**config.mk**
```make
export PLATFORM = sky130hd
export DESIGN_NAME = pwc_capture
export DESIGN_NICKNAME = d
export VERILOG_FILES = /design/src/pwc_pkg.sv /design/src/pwc_edge_filter.sv /design/src/pwc_capture.sv
export SDC_FILE = /design/constraint.sdc
export NUM_CORES = 1
export LEC_CHECK = 0
export ABC_CLOCK_PERIOD_IN_PS = 3100
export BUFFER_PORTS_ARGS = -buffer_cell sky130_fd_sc_hd__buf_2
export CAP_MARGIN = 15
export CORE_UTILIZATION = 53
export CTS_BUF_LIST = sky130_fd_sc_hd__clkbuf_16
export CTS_CLUSTER_SIZE = 8
export DETAILED_ROUTE_END_ITERATION = 16
export PLACE_DENSITY = 0.8
export SLEW_MARGIN = 20
export SYNTH_ARGS = -nofsm -noshare
export SYNTH_HDL_FRONTEND = slang
export SYNTH_SLANG_ARGS = --single-unit
```
**constraint.sdc**
```tcl
create_clock -name clk -period 3.1 [get_ports clk]
set_input_delay 0.62 -clock clk [delete_from_list [all_inputs] [get_ports clk]]
set_output_delay 0.62 -clock clk [all_outputs]
set_load 0.02 [all_outputs]
```
**src/pwc_pkg.sv**
```systemverilog
package pwc_pkg;
  // Register byte offsets (one aligned word each)
  localparam logic [3:0] OFS_PRESCALE = 4'h0;
  localparam logic [3:0] OFS_MODE = 4'h4;
  localparam logic [3:0] OFS_CCCTRL = 4'h8;
  localparam logic [3:0] OFS_COUNT = 4'hC;
  localparam logic [4:0] OFS_CCA = 5'h10;
  localparam logic [4:0] OFS_CCB = 5'h14;
  localparam logic [4:0] OFS_STATUS = 5'h18;
  localparam logic [4:0] OFS_MASK = 5'h1C;
  localparam int ADDR_W = 5;
  // Prescaler mode register fields
  localparam int CLK_SEL_LSB = 0;
  localparam int EDGE_A_LSB = 4;
  localparam int EDGE_B_LSB = 6;
  // Capture/compare control fields
  localparam int A_CAP_BIT = 0;
  localparam int A_TRIG_BIT = 1;
  localparam int B_CAP_BIT = 2;
  // Status bits
  localparam int ST_A = 0;
  localparam int ST_B = 1;
  localparam int ST_OVF = 2;
  localparam int ST_W = 3;
  // Edge select codes
  localparam logic [1:0] EDGE_FALL = 2'h0;
  localparam logic [1:0] EDGE_RISE = 2'h1;
  localparam logic [1:0] EDGE_BOTH = 2'h3;
  // Count clock choices: clk divided by 1, 4 or 64, or valid edge A as external clock
  localparam logic [1:0] CLK_DIV1 = 2'h0;
  localparam logic [1:0] CLK_DIV4 = 2'h1;
  localparam logic [1:0] CLK_DIV64 = 2'h2;
  localparam logic [1:0] CLK_EXT = 2'h3;
  localparam int PRE_W = 6;
  localparam logic [PRE_W-1:0] DIV4_MASK = 6'h03;
  localparam logic [PRE_W-1:0] DIV64_MASK = 6'h3F;
  localparam logic [PRE_W-1:0] DIV8_MASK = 6'h07;
  // Reset values
  localparam logic [7:0] PRESCALE_RST = 8'h00;
  localparam logic [7:0] CCCTRL_RST = 8'h00;
  localparam logic [15:0] CC_RST = 16'h0000;
  // Operating modes
  typedef enum logic [1:0] {
    MODE_STOP, MODE_FREE, MODE_RESTART, MODE_EVENT
  } pwc_mode_e;
  // Avalon request bundle
  typedef struct packed {
    logic read;
    logic write;
    logic [ADDR_W-1:0] address;
    logic [31:0] writedata;
  } pwc_req_s;
endpackage

```
**src/pwc_edge_filter.sv**
```systemverilog
`timescale 1ns/100ps
module pwc_edge_filter
  import pwc_pkg::*;
(
  // Clock, reset, enable
  input wire logic clk,
  input wire logic rst,
  input wire logic ce,
  input wire logic sample,
  // Pin and edge choice
  input wire logic pin,
  input wire logic [1:0] edge_sel,
  // Filtered edges
  output logic rise,
  output logic fall,
  output logic valid
);
  logic s1_q, s1_d, s2_q, s2_d, lvl_q, lvl_d;

  // Level accepted only when two samples agree
  always_comb begin
    s1_d = s1_q;
    s2_d = s2_q;
    lvl_d = lvl_q;
    if (sample) begin
      s1_d = pin;
      s2_d = s1_q;
      if (s1_q == s2_q) begin
        lvl_d = s2_q;
      end
    end
  end

  always_ff @(posedge clk) begin
    if (rst) begin
      s1_q <= 1'b0;
      s2_q <= 1'b0;
      lvl_q <= 1'b0;
    end else if (ce) begin
      s1_q <= s1_d;
      s2_q <= s2_d;
      lvl_q <= lvl_d;
    end
  end

  // Edge decode on filtered level
  assign rise = lvl_d & ~lvl_q;
  assign fall = ~lvl_d & lvl_q;
  assign valid = (edge_sel == EDGE_RISE) ? rise :
                 (edge_sel == EDGE_FALL) ? fall :
                 (edge_sel == EDGE_BOTH) ? (rise | fall) : 1'b0;
endmodule

```
**src/pwc_capture.sv**
```systemverilog
// The register offsets and the Avalon-MM register port are this design's own decisions.
`timescale 1ns/100ps
// Operation
// - free-running, valid edge A copies counter to register B, irq B.
// - bits 5:4 of prescaler mode pick edge A valid edge.
// - valid edge B (bits 7:6) copies counter to register A, irq A.
// - capture inputs sampled on count clock (clk divided by eight with external clock), need two equal samples.
// - reverse-phase edge A captures into register A.
// - both-edge select blocks reverse-phase capture into register A.
// - restart mode: capture into register B, then clear counter.
// - event mode: counter steps on each valid edge A.
// - event count equal to register A clears counter, irq A.
// - event mode samples edge A at clock divided by eight.
// - mode bit 1 capture, 0 compare; trigger bit picks A source.
// - edge codes 00 fall, 01 rise, 11 both, 10 prohibited.
module pwc_capture
  import pwc_pkg::*;
(
  // Clock and control
  input wire logic clk,
  input wire logic rst,
  input wire logic ce,
  // Avalon-MM slave
  input wire logic [ADDR_W-1:0] avs_address,
  input wire logic avs_read,
  input wire logic avs_write,
  input wire logic [31:0] avs_writedata,
  output logic [31:0] avs_readdata,
  output logic avs_waitrequest,
  // Edge pins
  input wire logic edge_input_a,
  input wire logic edge_input_b,
  // Interrupt
  output logic irq
);
  pwc_req_s req;
  logic [7:0] prescaler_mode_reg_q, prescaler_mode_reg_d;
  logic [2:0] capture_compare_ctrl_q, capture_compare_ctrl_d;
  pwc_mode_e mode_q, mode_d;
  logic [15:0] main_counter_q, main_counter_d;
  logic [15:0] capture_compare_a_q, capture_compare_a_d;
  logic [15:0] capture_compare_b_q, capture_compare_b_d;
  logic [ST_W-1:0] status_q, status_d, mask_q, mask_d, ev;
  logic [PRE_W-1:0] pre_q, pre_d;
  logic [31:0] rdata_q, rdata_d;
  logic ack_q, ack_d;
  logic run, cnt_tick, smp, smp8;
  logic [1:0] edge_a_sel, edge_b_sel, clk_sel;
  logic a_rise, a_fall, a_valid, b_valid;
  logic a_rev, cap_a, cap_b, step, clear, hit;

  assign req = '{avs_read, avs_write, avs_address, avs_writedata};
  assign run = (mode_q != MODE_STOP);
  assign edge_a_sel = prescaler_mode_reg_q[EDGE_A_LSB +: 2];
  assign edge_b_sel = prescaler_mode_reg_q[EDGE_B_LSB +: 2];
  assign clk_sel = prescaler_mode_reg_q[CLK_SEL_LSB +: 2];

  // Prescaler; free-runs so the divider phases stay steady
  always_comb begin
    pre_d = pre_q + 6'h01;
  end
  // count clock doubles as sample strobe
  always_comb begin
    case (clk_sel)
      CLK_DIV1: cnt_tick = 1'b1;
      CLK_DIV4: cnt_tick = ((pre_q & DIV4_MASK) == DIV4_MASK);
      CLK_DIV64: cnt_tick = ((pre_q & DIV64_MASK) == DIV64_MASK);
      default: cnt_tick = 1'b0;
    endcase
  end
  // event mode filters edge A at clock divided by eight
  assign smp8 = ((pre_q & DIV8_MASK) == DIV8_MASK);
  assign smp = (mode_q == MODE_EVENT || clk_sel == CLK_EXT) ? smp8 : cnt_tick;

  // Noise filter for edge A
  pwc_edge_filter u_filt_a (
    .clk(clk),
    .rst(rst),
    .ce(ce & run),
    .sample(smp),
    .pin(edge_input_a),
    .edge_sel(edge_a_sel),
    .rise(a_rise),
    .fall(a_fall),
    .valid(a_valid)
  );
  // Noise filter for edge B
  pwc_edge_filter u_filt_b (
    .clk(clk),
    .rst(rst),
    .ce(ce & run),
    .sample(smp),
    .pin(edge_input_b),
    .edge_sel(edge_b_sel),
    .rise(),
    .fall(),
    .valid(b_valid)
  );

  // Capture and count decisions
  always_comb begin
    // reverse-phase of the selected single edge
    // both-edge select gives no reverse edge
    a_rev = (edge_a_sel == EDGE_RISE) ? a_fall :
            (edge_a_sel == EDGE_FALL) ? a_rise : 1'b0; // blocks both
    // register B capture only in capture mode
    cap_b = run && mode_q != MODE_EVENT && a_valid &&
            capture_compare_ctrl_q[B_CAP_BIT];
    // edge B or reverse edge A, chosen by trigger bit
    cap_a = run && mode_q != MODE_EVENT &&
            capture_compare_ctrl_q[A_CAP_BIT] &&
            (capture_compare_ctrl_q[A_TRIG_BIT] ? a_rev : b_valid);
    // event mode steps on valid edge A
    step = (mode_q == MODE_EVENT) ? a_valid :
           (run && clk_sel != CLK_EXT) ? cnt_tick :
           (run && a_valid);
    hit = (mode_q == MODE_EVENT) && step &&
          !capture_compare_ctrl_q[A_CAP_BIT] &&
          (main_counter_q + 16'h0001 == capture_compare_a_q);
    // restart on valid edge A after capture
    clear = (mode_q == MODE_RESTART) && a_valid;
  end

  // Counter and capture registers
  always_comb begin
    main_counter_d = main_counter_q;
    capture_compare_a_d = capture_compare_a_q;
    capture_compare_b_d = capture_compare_b_q;
    ev = '0;
    if (!run) begin
      main_counter_d = 16'h0000;
    end else if (clear || hit) begin
      main_counter_d = 16'h0000;
    end else if (step) begin
      main_counter_d = main_counter_q + 16'h0001;
      ev[ST_OVF] = (main_counter_q == 16'hFFFF);
    end
    if (cap_b) begin
      capture_compare_b_d = main_counter_q;
      ev[ST_B] = 1'b1;
    end
    if (cap_a) begin
      capture_compare_a_d = main_counter_q;
      ev[ST_A] = 1'b1;
    end
    if (hit) begin
      ev[ST_A] = 1'b1;
    end
    // Bus writes land on the completing edge; capture has priority
    if (req.write && ack_q) begin
      if (req.address == OFS_CCA && !cap_a) begin
        capture_compare_a_d = req.writedata[15:0];
      end
      if (req.address == OFS_CCB && !cap_b) begin
        capture_compare_b_d = req.writedata[15:0];
      end
    end
  end

  // Register writes, sticky status with set over clear
  always_comb begin
    prescaler_mode_reg_d = prescaler_mode_reg_q;
    capture_compare_ctrl_d = capture_compare_ctrl_q;
    mode_d = mode_q;
    mask_d = mask_q;
    status_d = status_q;
    // Write acts at the edge where waitrequest is seen low
    if (req.write && ack_q) begin
      case (req.address)
        {1'b0, OFS_PRESCALE}: prescaler_mode_reg_d = req.writedata[7:0];
        {1'b0, OFS_CCCTRL}: capture_compare_ctrl_d = req.writedata[2:0];
        {1'b0, OFS_MODE}: mode_d = pwc_mode_e'(req.writedata[1:0]);
        OFS_MASK: mask_d = req.writedata[ST_W-1:0];
        OFS_STATUS: status_d = status_q & ~req.writedata[ST_W-1:0];
        default: begin
        end
      endcase
    end
    status_d = status_d | ev;
  end

  // Read mux; unmapped reads return zero
  always_comb begin
    rdata_d = 32'h0000_0000;
    case (req.address)
      {1'b0, OFS_PRESCALE}: rdata_d[7:0] = prescaler_mode_reg_q;
      {1'b0, OFS_MODE}: rdata_d[1:0] = mode_q;
      {1'b0, OFS_CCCTRL}: rdata_d[2:0] = capture_compare_ctrl_q;
      {1'b0, OFS_COUNT}: rdata_d[15:0] = main_counter_q;
      OFS_CCA: rdata_d[15:0] = capture_compare_a_q;
      OFS_CCB: rdata_d[15:0] = capture_compare_b_q;
      OFS_STATUS: rdata_d[ST_W-1:0] = status_q;
      OFS_MASK: rdata_d[ST_W-1:0] = mask_q;
      default: rdata_d = 32'h0000_0000;
    endcase
    ack_d = (req.read || req.write) && !ack_q;
  end

  // One wait state per access
  assign avs_waitrequest = (req.read || req.write) && !ack_q;
  assign avs_readdata = rdata_q;
  assign irq = |(status_q & mask_q);

  // State registers
  always_ff @(posedge clk) begin
    if (rst) begin
      prescaler_mode_reg_q <= PRESCALE_RST;
      capture_compare_ctrl_q <= CCCTRL_RST[2:0];
      mode_q <= MODE_STOP;
      main_counter_q <= CC_RST;
      capture_compare_a_q <= CC_RST;
      capture_compare_b_q <= CC_RST;
      status_q <= '0;
      mask_q <= '0;
      pre_q <= '0;
      rdata_q <= 32'h0000_0000;
      ack_q <= 1'b0;
    end else if (ce) begin
      prescaler_mode_reg_q <= prescaler_mode_reg_d;
      capture_compare_ctrl_q <= capture_compare_ctrl_d;
      mode_q <= mode_d;
      main_counter_q <= main_counter_d;
      capture_compare_a_q <= capture_compare_a_d;
      capture_compare_b_q <= capture_compare_b_d;
      status_q <= status_d;
      mask_q <= mask_d;
      pre_q <= pre_d;
      rdata_q <= rdata_d;
      ack_q <= ack_d;
    end
  end
endmodule

```
## Yosys cells after proc, flatten, opt, wreduce, memory -nomap -nowiden

Cells that the tools add are included.

| word-level totals | value |
|---|---|
| output and inout bits | 34 |
| bits in registers | 96 |
| input port bits | 44 |

| cells by class | value |
|---|---|
| muxes and demuxes | 38 |
| add/sub/neg operators | 2 |
| reduce and logical (&&, ||, !) cells | 34 |
| equal/unequal tests | 26 |
| bitwise gates (word level) | 15 |

Operators with widths:

| cell | count |
|---|---|
| $mux W16 | 9 |
| $pmux W8 S3 | 1 |
| $mux W1 | 22 |
| $eq A5 B5 Y1 const B | 4 |
| $pmux W5 S4 | 1 |
| $add A16 B1 Y16 const B | 1 |
| $eq A16 B16 Y1 | 1 |
| $eq A16 B16 Y1 const B | 1 |
| $pmux W2 S8 | 1 |
| $logic_and A1 B1 Y1 | 15 |
| $eq A2 B2 Y1 const B | 7 |
| $reduce_and A3 Y1 | 4 |
| $eq A5 B4 Y1 const B | 2 |
| $pmux W1 S7 | 1 |
| $add A6 B1 Y6 const B | 1 |
| $and A3 B3 Y3 | 2 |
| $eq A2 B1 Y1 const B | 3 |
| $eq A6 B6 Y1 const B | 1 |
| $logic_not A2 Y1 | 3 |
| $mux W3 | 2 |
| $and A1 B1 Y1 | 5 |
| $eq A5 B3 Y1 const B | 1 |
| $logic_not A5 Y1 | 1 |
| $logic_not A1 Y1 | 4 |
| other kinds (13) | 22 |

## Logic depth before layout (Yosys ltp)

Gate-level depths: netlist of the first run.

| logic depth | value |
|---|---|
| word-level depth | 20 |
| mapped depth | 17 |

## By module

A second synthesis of the first run with hierarchy kept.

| second synthesis, totals | value |
|---|---|
| cell total of the unflattened synthesis | 700 |
| area total of the unflattened synthesis | 5510.3 µm² |

By module, submodules not included:

| module | times used | seq. area each (µm²) | cells each | area an instance (µm²) |
|---|---|---|---|---|
| pwc_capture | 1 | 1801.7 | 652 | 5144.9 |
| pwc_edge_filter | 2 | 60.1 | 24 | 182.7 |

## Least setup slack after synthesis of the first run

OpenSTA, ideal clock, no wires.

| path | value |
|---|---|
| path kind | flip-flop to flip-flop |
| start point | register pre_q[0] |
| end point | register capture_compare_b_q[0] |
| clock period less this slack | 3327 ps |
| buffers on the path | 2 |
| required time | 3005 ps |
| slack | -227 ps |
| stages on the path, launching flop included | 17 |
| setup time | 95 ps |
| arrival | 3231 ps |
| cell sequence | dfxtp_1 -> ha_1 -> ha_1 -> nor2b_1 -> o21ai_0 -> and3_1 -> a21oi_1 -> o21ai_0 -> ha_1 -> nand3b_1 -> o21a_1 -> nor2_1 -> and3_1 -> buf_2 -> o21ai_1 -> clkbuf_1 -> a221oi_1 |

| between the ends | value |
|---|---|
| word-level cells in the longest chain between the ends | 16 |
| elaborated cells between the ends (all ways) | 20 |

RTL lines:

| what | RTL line | text |
|---|---|---|
| from (decl) | pwc_capture.sv:44 | `logic [PRE_W-1:0] pre_q, pre_d;` |
| from (signal assigned) | pwc_capture.sv:227 | `pre_q <= pre_d;` |
| $eq A6 B6 Y1 or $eq A2 B2 Y1 (tied branches) | pwc_capture.sv:67, pwc_capture.sv:66 |  |
| $pmux W1 S3 | pwc_capture.sv:64 | `case (clk_sel)` |
| $mux W1 (*) | pwc_capture.sv:73 | `assign smp = (mode_q == MODE_EVENT \|\| clk_sel == CLK_EXT) ? smp8 : cnt_tick;` |
| $mux W1 (*) | pwc_edge_filter.sv:25 | `if (sample) begin` |
| $not A1 Y1 | pwc_edge_filter.sv:48 | `assign fall = ~lvl_d & lvl_q;` |
| $and A1 B1 Y1 | pwc_edge_filter.sv:48 |  |
| $or A1 B1 Y1 | pwc_edge_filter.sv:51 | `(edge_sel == EDGE_BOTH) ? (rise \| fall) : 1'b0;` |
| $mux W1 | pwc_edge_filter.sv:51 |  |
| $mux W1 | pwc_edge_filter.sv:50 | `(edge_sel == EDGE_FALL) ? fall :` |
| $mux W1 (*) | pwc_edge_filter.sv:49 | `assign valid = (edge_sel == EDGE_RISE) ? rise :` |
| $logic_and A1 B1 Y1 (*) (2 in a row) | pwc_capture.sv:107 | `cap_b = run && mode_q != MODE_EVENT && a_valid &&` |
| $logic_not A1 Y1 | pwc_capture.sv:154 | `if (req.address == OFS_CCB && !cap_b) begin` |
| $logic_and A1 B1 Y1 | pwc_capture.sv:154 |  |
| $mux W16 | pwc_capture.sv:154 |  |
| $mux W16 (*) | pwc_capture.sv:150 | `if (req.write && ack_q) begin` |
| to (signal assigned) | pwc_capture.sv:224 | `capture_compare_b_q <= capture_compare_b_d;` |
| to (decl) | pwc_capture.sv:42 | `logic [15:0] capture_compare_b_q, capture_compare_b_d;` |

Every way passes the cells marked *; elsewhere a longest branch is shown, timed or not.
A chain may end at the register's enable or synchronous reset.

## Worst setup path after layout of the first run

| path | value |
|---|---|
| start point | register pre_q[0] |
| end point | register main_counter_q[6] |

| between the ends | value |
|---|---|
| word-level cells in the longest chain between the ends | 19 |
| elaborated cells between the ends (all ways) | 25 |

RTL lines:

| what | RTL line | text |
|---|---|---|
| $eq A6 B6 Y1 or $eq A2 B2 Y1 (tied branches) | pwc_capture.sv:67, pwc_capture.sv:66 |  |
| $pmux W1 S3 | pwc_capture.sv:64 |  |
| $mux W1 | pwc_capture.sv:73 |  |
| $mux W1 | pwc_edge_filter.sv:25 |  |
| $not A1 Y1 | pwc_edge_filter.sv:48 |  |
| $and A1 B1 Y1 | pwc_edge_filter.sv:48 |  |
| $or A1 B1 Y1 | pwc_edge_filter.sv:51 |  |
| $mux W1 | pwc_edge_filter.sv:51 |  |
| [2 not listed] | - |  |
| $logic_and A1 B1 Y1 | pwc_capture.sv:116 | `(run && a_valid);` |
| $mux W1 | pwc_capture.sv:115 | `(run && clk_sel != CLK_EXT) ? cnt_tick :` |
| $mux W1 | pwc_capture.sv:114 | `step = (mode_q == MODE_EVENT) ? a_valid :` |
| $logic_and A1 B1 Y1 (2 in a row) | pwc_capture.sv:117 | `hit = (mode_q == MODE_EVENT) && step &&` |
| $logic_and A1 B1 Y1 | pwc_capture.sv:118 | `!capture_compare_ctrl_q[A_CAP_BIT] &&` |
| $logic_or A1 B1 Y1 | pwc_capture.sv:132 | `end else if (clear \|\| hit) begin` |
| $ne A3 B1 Y1 (no line) or $mux W16 (tied branches) | - |  |
| $reduce_and A2 Y1 (no line) or $mux W16 (tied branches) | - |  |
| to (signal assigned) | pwc_capture.sv:222 | `main_counter_q <= main_counter_d;` |
| to (decl) | pwc_capture.sv:40 | `logic [15:0] main_counter_q, main_counter_d;` |

Parallel ways exist; a longest one is shown, timed or not.

==> metrics.txt, run 1 <==
clk root buf clkbuf_16; CP arrival ~3.7 ns; DR vias around 7000; first-pass GRT wire length 29.7 mm; post-layout min period 3.46 ns; Crit path largest cell delay 0.37 ns; Reg power frac 48.8%; Final Skew 0.00776 ns; Ys Warns 0; DRT Wirelength 23.3 mm; Critical Path RT 3.37 ns; Inserted Clock Buffers 9; switching part of the total 25.3%; unrepaired setup endpoints after global routing yes; Net Switching 0.651 mW; Worst-path clk slew roughly 0.070 ns; flops & latches, synth 96; main flop type after synthesis dfxtp_1; All-Layer GR Usage 32.4%; Max Root-Sink Buffers 2; die area 11700 sq um; routed vias/inst roughly 7.0; Die H 108 um; DP HPWL 12.2 mm; H-tree depth 3; cell mode on critical path o21ai_2; clk_lat worst skew 0.35 ns; Fillers 647; Seq/Total Area, Yosys around a third; Tightest Pin Transition 1.30 ns; crit-path leading delay family compound AO/OA/AOI/OAI gates; ANT cells 0; Setup Viol. Count Final 51; max-cap viol count 0; Starting Density 54.7%; CTS tree built; most common cell after layout, fill and taps aside dfxtp_1; fin. max-slew vios 0; CP max stage cell or3_1; Clock Sinks 96; Final Hold Vio Count 0; P&R area growth vs syn 32.5%; wire per inst 24.0 um; failing checks setup timing; commonest non-fill, non-tap cells in the layout 94 x dfxtp_1, 77 x buf_4, 74 x nor2_1; slew margin rel. 13.1%; worst hold-check path type flop to flop; Crit Path Class flop to flop; worst vdd ir 0.256 mV; Clock Power Share 43.2%; PnR worst setup slack -0.355 ns; critical-path cell list ha_4 > nand2_2 > o211ai_1 > nand3_2 > o21ai_2 > o21ai_2 > ha_1 > nor2b_2 > o21ai_2 > a32oi_2 > o31ai_4 > buf_12 > nor3b_4 > or3_1 > a31oi_1 > o21bai_1; Core Footprint 10900 sq um; Post-synth EDFFs 0; # port buffers 45; TNS Setup -8.76 ns; CP max FO 5; GR Overflow Total 0; Buffers & Inverters on Critical Path 1; combinational share of power 8.0%; DRT Pass-1 Iters 6; number of global-route vias before repair 6065; asr flop ratio synth 0%; Leak 2.85 nW; Crit. End Element flop; Pwr Density roughly 330 nW/um^2; post-synthesis cell type count between 60 and 70; share of layout cells above drive strength 1 31.3%; Critical Path Start Type flop; Rows 38; # DRC 0; routability-driven placement congestion ratio about 0.98; Mean Syn Cell Area 8.07 sq um; Detail Route Antenna Nets 0; count of boundary I/O pins 78; die width 108 um; Final Power 2.57 mW; final net count slightly below 900; Period Utilization, post-route 111%; initial antenna violation count 1; fin util 72.5%; flop-to-flop setup slack -0.36 ns; cell area after synthesis just under 6000 sq um; DRT iter0 DRCs 1170; cell-internal power 1.92 mW; Mapped Cells around 740; largest net degree at the start of global routing 91; run status complete, but fails checks; Max Fclk 0.289 GHz
==> through the flow <==
stage	area [sq um]	instances	setup WS (ns)	hold WS [ns]
6_report	7890	972	-0.355	0.468
5_1_grt	7890	972	-0.449	0.481
4_1_cts	7080	960	-0.0467	0.471
3_5_place_dp	6550	926	-0.385	0.461
3_3_place_gp	6550	926	-0.147	0.455
2_1_floorplan	6030	753	-0.00594	0.447
==> worst register-to-register path, delay by kind of cell (launching register included) <==
kind | cells | cell delay (ns)
AND/OR/NAND/NOR | 5 | 0.99
flip-flops | 1 | 0.35
buffers and inverters | 1 | 0.16
adder cells (fa/ha/maj) | 2 | 0.42
AO/OA/AOI/OAI | 8 | 1.46
==> cell type report <==
cell class | instances | area (sq um) | share of cell area [%]
multi-input cells | 538 | 4270 | 54.2
flip-flops and latches | 96 | 1920 | 24.4
repair buffers | 138 | 1070 | 13.6
clock buffers | 9 | 225 | 2.85
well taps | 140 | 175 | 2.22
inverters | 44 | 165 | 2.09
clock inverters | 7 | 55.1 | 0.698
==> power by group through the flow <==
stage               sequential (mW)  combinational (mW)  clock [mW]
floorplan                      1.29               0.118           0
global placement               1.28               0.169           0
detailed placement             1.28               0.173           0
CTS                            1.25               0.177        1.09
global route                   1.26               0.214        1.15
finish                         1.26               0.206        1.11
==> cells in the mapped netlist, types with 7 or more instances <==
library cell / number / area share [%]
nand4_1: 8 / 0.84
nand2_1: 34 / 2.1
nor2b_1: 14 / 1.5
nand2b_1: 28 / 2.9
a21oi_1: 26 / 2.2
inv_1: 43 / 2.7
a221oi_1: 17 / 2.5
o21ai_0: 18 / 1.5
buf_2: 11 / 0.92
a211oi_1: 15 / 1.9
buf_4: 17 / 2.1
clkbuf_1: 44 / 2.8
xor2_1: 8 / 1.2
mux2i_1: 57 / 9.6
nor2_1: 76 / 4.8
a31oi_1: 9 / 0.95
xnor2_1: 12 / 1.8
nor3b_1: 19 / 2.4
nor3_1: 23 / 1.9
o22ai_1: 7 / 0.74
nand3_1: 15 / 1.3
a2111oi_0: 16 / 2.4
and3_1: 12 / 1.3
o21ai_1: 7 / 0.59
dfxtp_1: 96 / 32
a22oi_1: 12 / 1.5
ha_1: 9 / 1.9
==> worst paths after layout <==
check,from,endpoint,depth (start not counted)
hold / removal,capture_compare_b_q[5]$_SDFFE_PP0P_,capture_compare_b_q[5]$_SDFFE_PP0P_,2
setup / recovery,pre_q[0]$_SDFFE_PP0P_,main_counter_q[6]$_SDFFE_PP0P_,16
hold reg to reg,capture_compare_b_q[5]$_SDFFE_PP0P_,capture_compare_b_q[5]$_SDFFE_PP0P_,2
setup reg to reg,pre_q[0]$_SDFFE_PP0P_,main_counter_q[6]$_SDFFE_PP0P_,16
==> state kept, by name (all words and copies together) (netlist names), 2 cells and up <==
name and cells:
capture_compare_a_q 16, status_q 3, mask_q 3, main_counter_q 16
mode_q 2, avs_readdata 16, capture_compare_ctrl_q 3, capture_compare_b_q 16
prescaler_mode_reg_q 8, pre_q 6
==> timing repair <==
| item | in CTS | in global routing |
|---|---|---|
| hold endpoints to repair | 0 | 0 |
| buffers inserted | 18 | 12 |
| resized for setup | 33 | 133 |
| gates cloned | 0 | 4 |
| pin swaps | 8 | 42 |
| hold buffers | 0 | 0 |
| endpoints found under the setup margin | 50 | 52 |
==> logic make-up (layout without fill, tap and decap cells) <==
kind of cell | count (synthesis) | after routing | synth area share (%)
fa+ha+maj | 9 | 9 | 1.89
simple gates | 264 | 265 | 23.9
other cells | 1 | 16 | 0.0630
flops | 96 | 96 | 32.3
xor+xnor | 20 | 20 | 2.94
compound gates | 171 | 171 | 20.5
mux | 57 | 57 | 9.58
buf+inv | 120 | 198 | 8.87
==> routing by layer <==
metal | track usage [%] | vias to the layer above | part of all wire, %
met4 | 19.3 | 2 | 8.2
li1 | - | 2815 | -
met2 | 53.5 | 653 | 45
met5 | 0 | - | 0.051
met1 | 38.7 | 3143 | 35
met3 | 6.99 | 238 | 11
Power figures use the tool's default switching activity.
==> run 2, diff against run 1 <==
--- a/config.mk
+++ b/config.mk
@@ -8,12 +8,13 @@
 export ABC_CLOCK_PERIOD_IN_PS = 3100
 export BUFFER_PORTS_ARGS = -buffer_cell sky130_fd_sc_hd__buf_2
 export CAP_MARGIN = 15
-export CORE_UTILIZATION = 53
+export CORE_UTILIZATION = 52
 export CTS_BUF_LIST = sky130_fd_sc_hd__clkbuf_16
 export CTS_CLUSTER_SIZE = 8
 export DETAILED_ROUTE_END_ITERATION = 16
-export PLACE_DENSITY = 0.8
+export PLACE_DENSITY = 0.79
 export SLEW_MARGIN = 20
 export SYNTH_ARGS = -nofsm -noshare
 export SYNTH_HDL_FRONTEND = slang
+export SYNTH_HIERARCHICAL = 1
 export SYNTH_SLANG_ARGS = --single-unit
==> metrics.txt, run 2 <==
CP arrival 3.75 ns (+0.02 ns); DR vias 5992 (-13%); Hold Path Cell Cnt 2 (unchanged); most frequent cell after synthesis dfxtp_1; Leak 2.56 nW (-9.9%); Final Hold Vio Count 0 (unchanged); worst hold-check path type flop to flop; Period Utilization, post-route 113% (+1.5 points); CP max stage cell nor4b_2; multiplexer share of the synthesized area 4.93% (-4.7 points); Max Fclk 0.286 GHz (-1.3%); PnR worst setup slack -0.402 ns (-0.0468 ns); Worst-path clk slew 0.07 ns (about the same); Post-synth top cells 96 x dfxtp_1, 75 x nor2_1, 60 x nand2_1, 56 x a21oi_1, 37 x clkbuf_1; Mean Syn Cell Area 7.87 sq um (-2.4%); P&R area growth vs syn 24.1%; flops & latches, synth 96 (unchanged); die width 105 um (-2.8%); GR Overflow Total 0 (unchanged); Synth top area share 34.9% (+2.6 points); cell mode on critical path a21oi_2; # DRC 0 (unchanged); H-tree depth 3 (unchanged); die area 11000 sq um (-5.6%); Clock Sinks 96 (unchanged); dpl ws -0.322 ns (+0.0635 ns); largest net degree at the start of global routing 77 (-15%); Post-synth EDFFs 0 (unchanged); Ys Warns 6 (+6); Crit Path Class flop to flop; Reg-to-Reg End status_q[0]$_SDFFE_PP0P_; commonest non-fill, non-tap cells in the layout 91 x dfxtp_1, 64 x nor2_1, 61 x buf_4; CP max FO 5 (unchanged); Tightest Pin Transition 0.839 ns (-0.465 ns); Critical Path RT 3.34 ns (-0.03 ns); count of boundary I/O pins 78 (unchanged); ANT cells 0 (unchanged); routability-driven placement congestion ratio 0.960 (-2.4%); initial antenna violation count 0 (-1); Max Root-Sink Buffers 2 (unchanged); Yosys top cell by area dfxtp_1; Mapped Cells 700 (-5.1%); Crit path largest cell delay 0.34 ns (-0.03 ns); Core Footprint 10300 sq um (-5.6%); DRT Wirelength 17.4 mm (-25%); cell area after synthesis 5510 sq um (-7.5%); CTS tree built; Inserted Clock Buffers 9 (unchanged); reg-to-reg startpoint pre_q[5]$_SDFFE_PP0P_; main flop type after synthesis dfxtp_1; All-Layer GR Usage 30.5% (-1.9 points); first-pass GRT wire length 27.1 mm (-8.7%); Critical Path Start Type flop; Die H 105 um (-2.8%); Detail Route Antenna Nets 0 (unchanged); Rows 37 (-2.6%); # port buffers 45 (unchanged); Setup Viol. Count Final 34 (-33%); fin. max-slew vios 0 (unchanged); beginning of the worst hold path prescaler_mode_reg_q[3]$_SDFFE_PP0P_; share of layout cells above drive strength 1 25.9% (-5.4 points); FF-to-FF path depth 18 (+2); wire per inst 18.9 um (-21%); Seq/Total Area, Yosys 34.9% (+2.6 points); failing checks setup timing; DRT Pass-1 Iters 7 (+1); main combinational cell family by area after synthesis simple AND/OR/NAND/NOR gates; area share of fa/ha/maj cells after synthesis 1.82% (-0.075 points); slew margin rel. 44.0% (+31 points); worst vdd ir 0.384 mV (+50%); final net count 833 (-5.3%); critical-path cell list and3_4 > a31oi_4 > nor2_2 > a21oi_2 > o22ai_2 > nand2b_1 > a21oi_2 > nor2_1 > ha_1 > mux2i_1 > a22o_1 > nand2_2 > nor3_4 > o2111ai_2 > nor4b_2 > nand4b_1 > buf_6 > a311oi_2; simple-gate portion of the synthesized area 23.7% (-0.14 points); most common cell after layout, fill and taps aside dfxtp_1; run status complete, but fails checks; Crit. End Element flop; post-synthesis cell type count 60 (-9.1%); Starting Density 53.6% (-1.1 points); DP HPWL 11.3 mm (-7.1%); Pwr Density 369 nW/um^2 (+13%); post-layout min period 3.50 ns (+0.0468 ns); clk_lat worst skew 0.34 ns (about the same); max-cap viol count 0 (unchanged); Post-Synth XOR/XNOR Area 3.81% (+0.87 points); Synth Area in Compound Gates 22.9% (+2.4 points); unrepaired setup endpoints after global routing yes; DRT iter0 DRCs 700 (-40%); Final Skew 0.00801 ns (+0.000249 ns); TNS Setup -10.23 ns (-1.47 ns); ranking of synthesized cells by area dfxtp_1 35%, nor2_1 5.1%, a21oi_1 5.1%; routed vias/inst 6.51 (-7.7%); hold endpoint prescaler_mode_reg_q[3]$_SDFFE_PP0P_; flop-to-flop setup slack -0.40 ns (-0.05 ns); number of global-route vias before repair 5593 (-7.8%); asr flop ratio synth 0% (unchanged); clk root buf clkbuf_16; Final Power 2.53 mW (-1.8%)
[run 2: cell types whose count changed in the layout (fill, tap and decap cells not counted), moves of 14 or more]
| cell | change |
|---|---|
| mux2i_1 | -32 |
| a21oi_1 | +30 |
| nand2_1 | +26 |
| inv_1 | -23 |
| o22ai_1 | +19 |
| nand2b_1 | -17 |
| buf_4 | -16 |
| nand3_1 | +16 |
| a221oi_2 | -15 |
| a221oi_1 | +14 |
[run 2: cell type report]
class | instances | area (sq um)
Tap cell | 136 | 170
Sequential cell | 96 | 1930
Clock inverter | 6 | 53.8
Fill cell | 792 | 3440
Clock buffer | 9 | 225
Inverter | 21 | 78.8
Timing Repair Buffer | 123 | 885
Multi-Input combinational cell | 530 | 3500
[run 2: logic make-up (layout without fill, tap and decap cells)]
| group | Yosys count | count (layout) |
|---|---|---|
| and+or+nand+nor | 264 | 264 |
| AOI/OAI and AO/OA | 192 | 192 |
| DFF | 96 | 96 |
| buffers and inverters | 89 | 159 |
| muxes | 26 | 26 |
| xor gates and xnor gates | 24 | 24 |
| adders and majority gates | 8 | 8 |
| other | 1 | 16 |
[run 2: timing repair]
action / in CTS / in global routing
resized for setup: 24 / 41
hold buffers: 0 / 0
buffers inserted: 5 / 6
pin swaps: 18 / 26
gates cloned: 2 / 0
setup endpoints to repair: 34 / 50
[run 2: metrics by stage]
| stage | std cells | cell area (sq um) | util (%) | hold slack [ns] |
|---|---|---|---|---|
| after floorplan | 715 | 5680 | - | 0.436 |
| after global placement | 893 | 6190 | 60.2 | 0.446 |
| after detailed placement | 893 | 6190 | 60.2 | 0.449 |
| after CTS | 915 | 6620 | 64.4 | 0.459 |
| after global routing | 921 | 6840 | 66.5 | 0.488 |
| final | 921 | 6840 | 66.5 | 0.458 |
[run 2: worst max path at each step]
stage,start,end,cells past startpoint
after global placement,pre_q[1]$_SDFFE_PP0P_,status_q[0]$_SDFFE_PP0P_,18
after global routing,pre_q[2]$_SDFFE_PP0P_,main_counter_q[5]$_SDFFE_PP0P_,19
after floorplan,pre_q[1]$_SDFFE_PP0P_,main_counter_q[5]$_SDFFE_PP0P_,19
final,pre_q[5]$_SDFFE_PP0P_,status_q[0]$_SDFFE_PP0P_,18
after CTS,pre_q[4]$_SDFFE_PP0P_,main_counter_q[8]$_SDFFE_PP0P_,19
after detailed placement,pre_q[1]$_SDFFE_PP0P_,status_q[0]$_SDFFE_PP0P_,18
[run 2: report_power, final]
part,internal [mW],switching (mW)
combinational,0.0600,0.135
sequential,1.25,0.00811
clock,0.611,0.467
[run 2: worst max-delay path, delay by kind of cell, from the launching register on]
kind	cells	cell delay (ns)
adder cells (fa/ha/maj)	1	0.29
AND/OR/NAND/NOR	8	1.32
multiplexers	1	0.14
flip-flops	1	0.33
buffers and inverters	1	0.23
AO/OA/AOI/OAI	7	1.10
[run 2: metal layers]
metal | routed length (um) | part of all wire (%) | track usage, % | up-vias
met3 | 1480 | 8.5 | 3.74 | 75
met5 | 0 | 0 | 0 | -
met1 | 7100 | 41 | 40.7 | 2836
li1 | - | - | - | 2695
met2 | 8120 | 47 | 47.7 | 386
met4 | 723 | 4.2 | 17.4 | 0
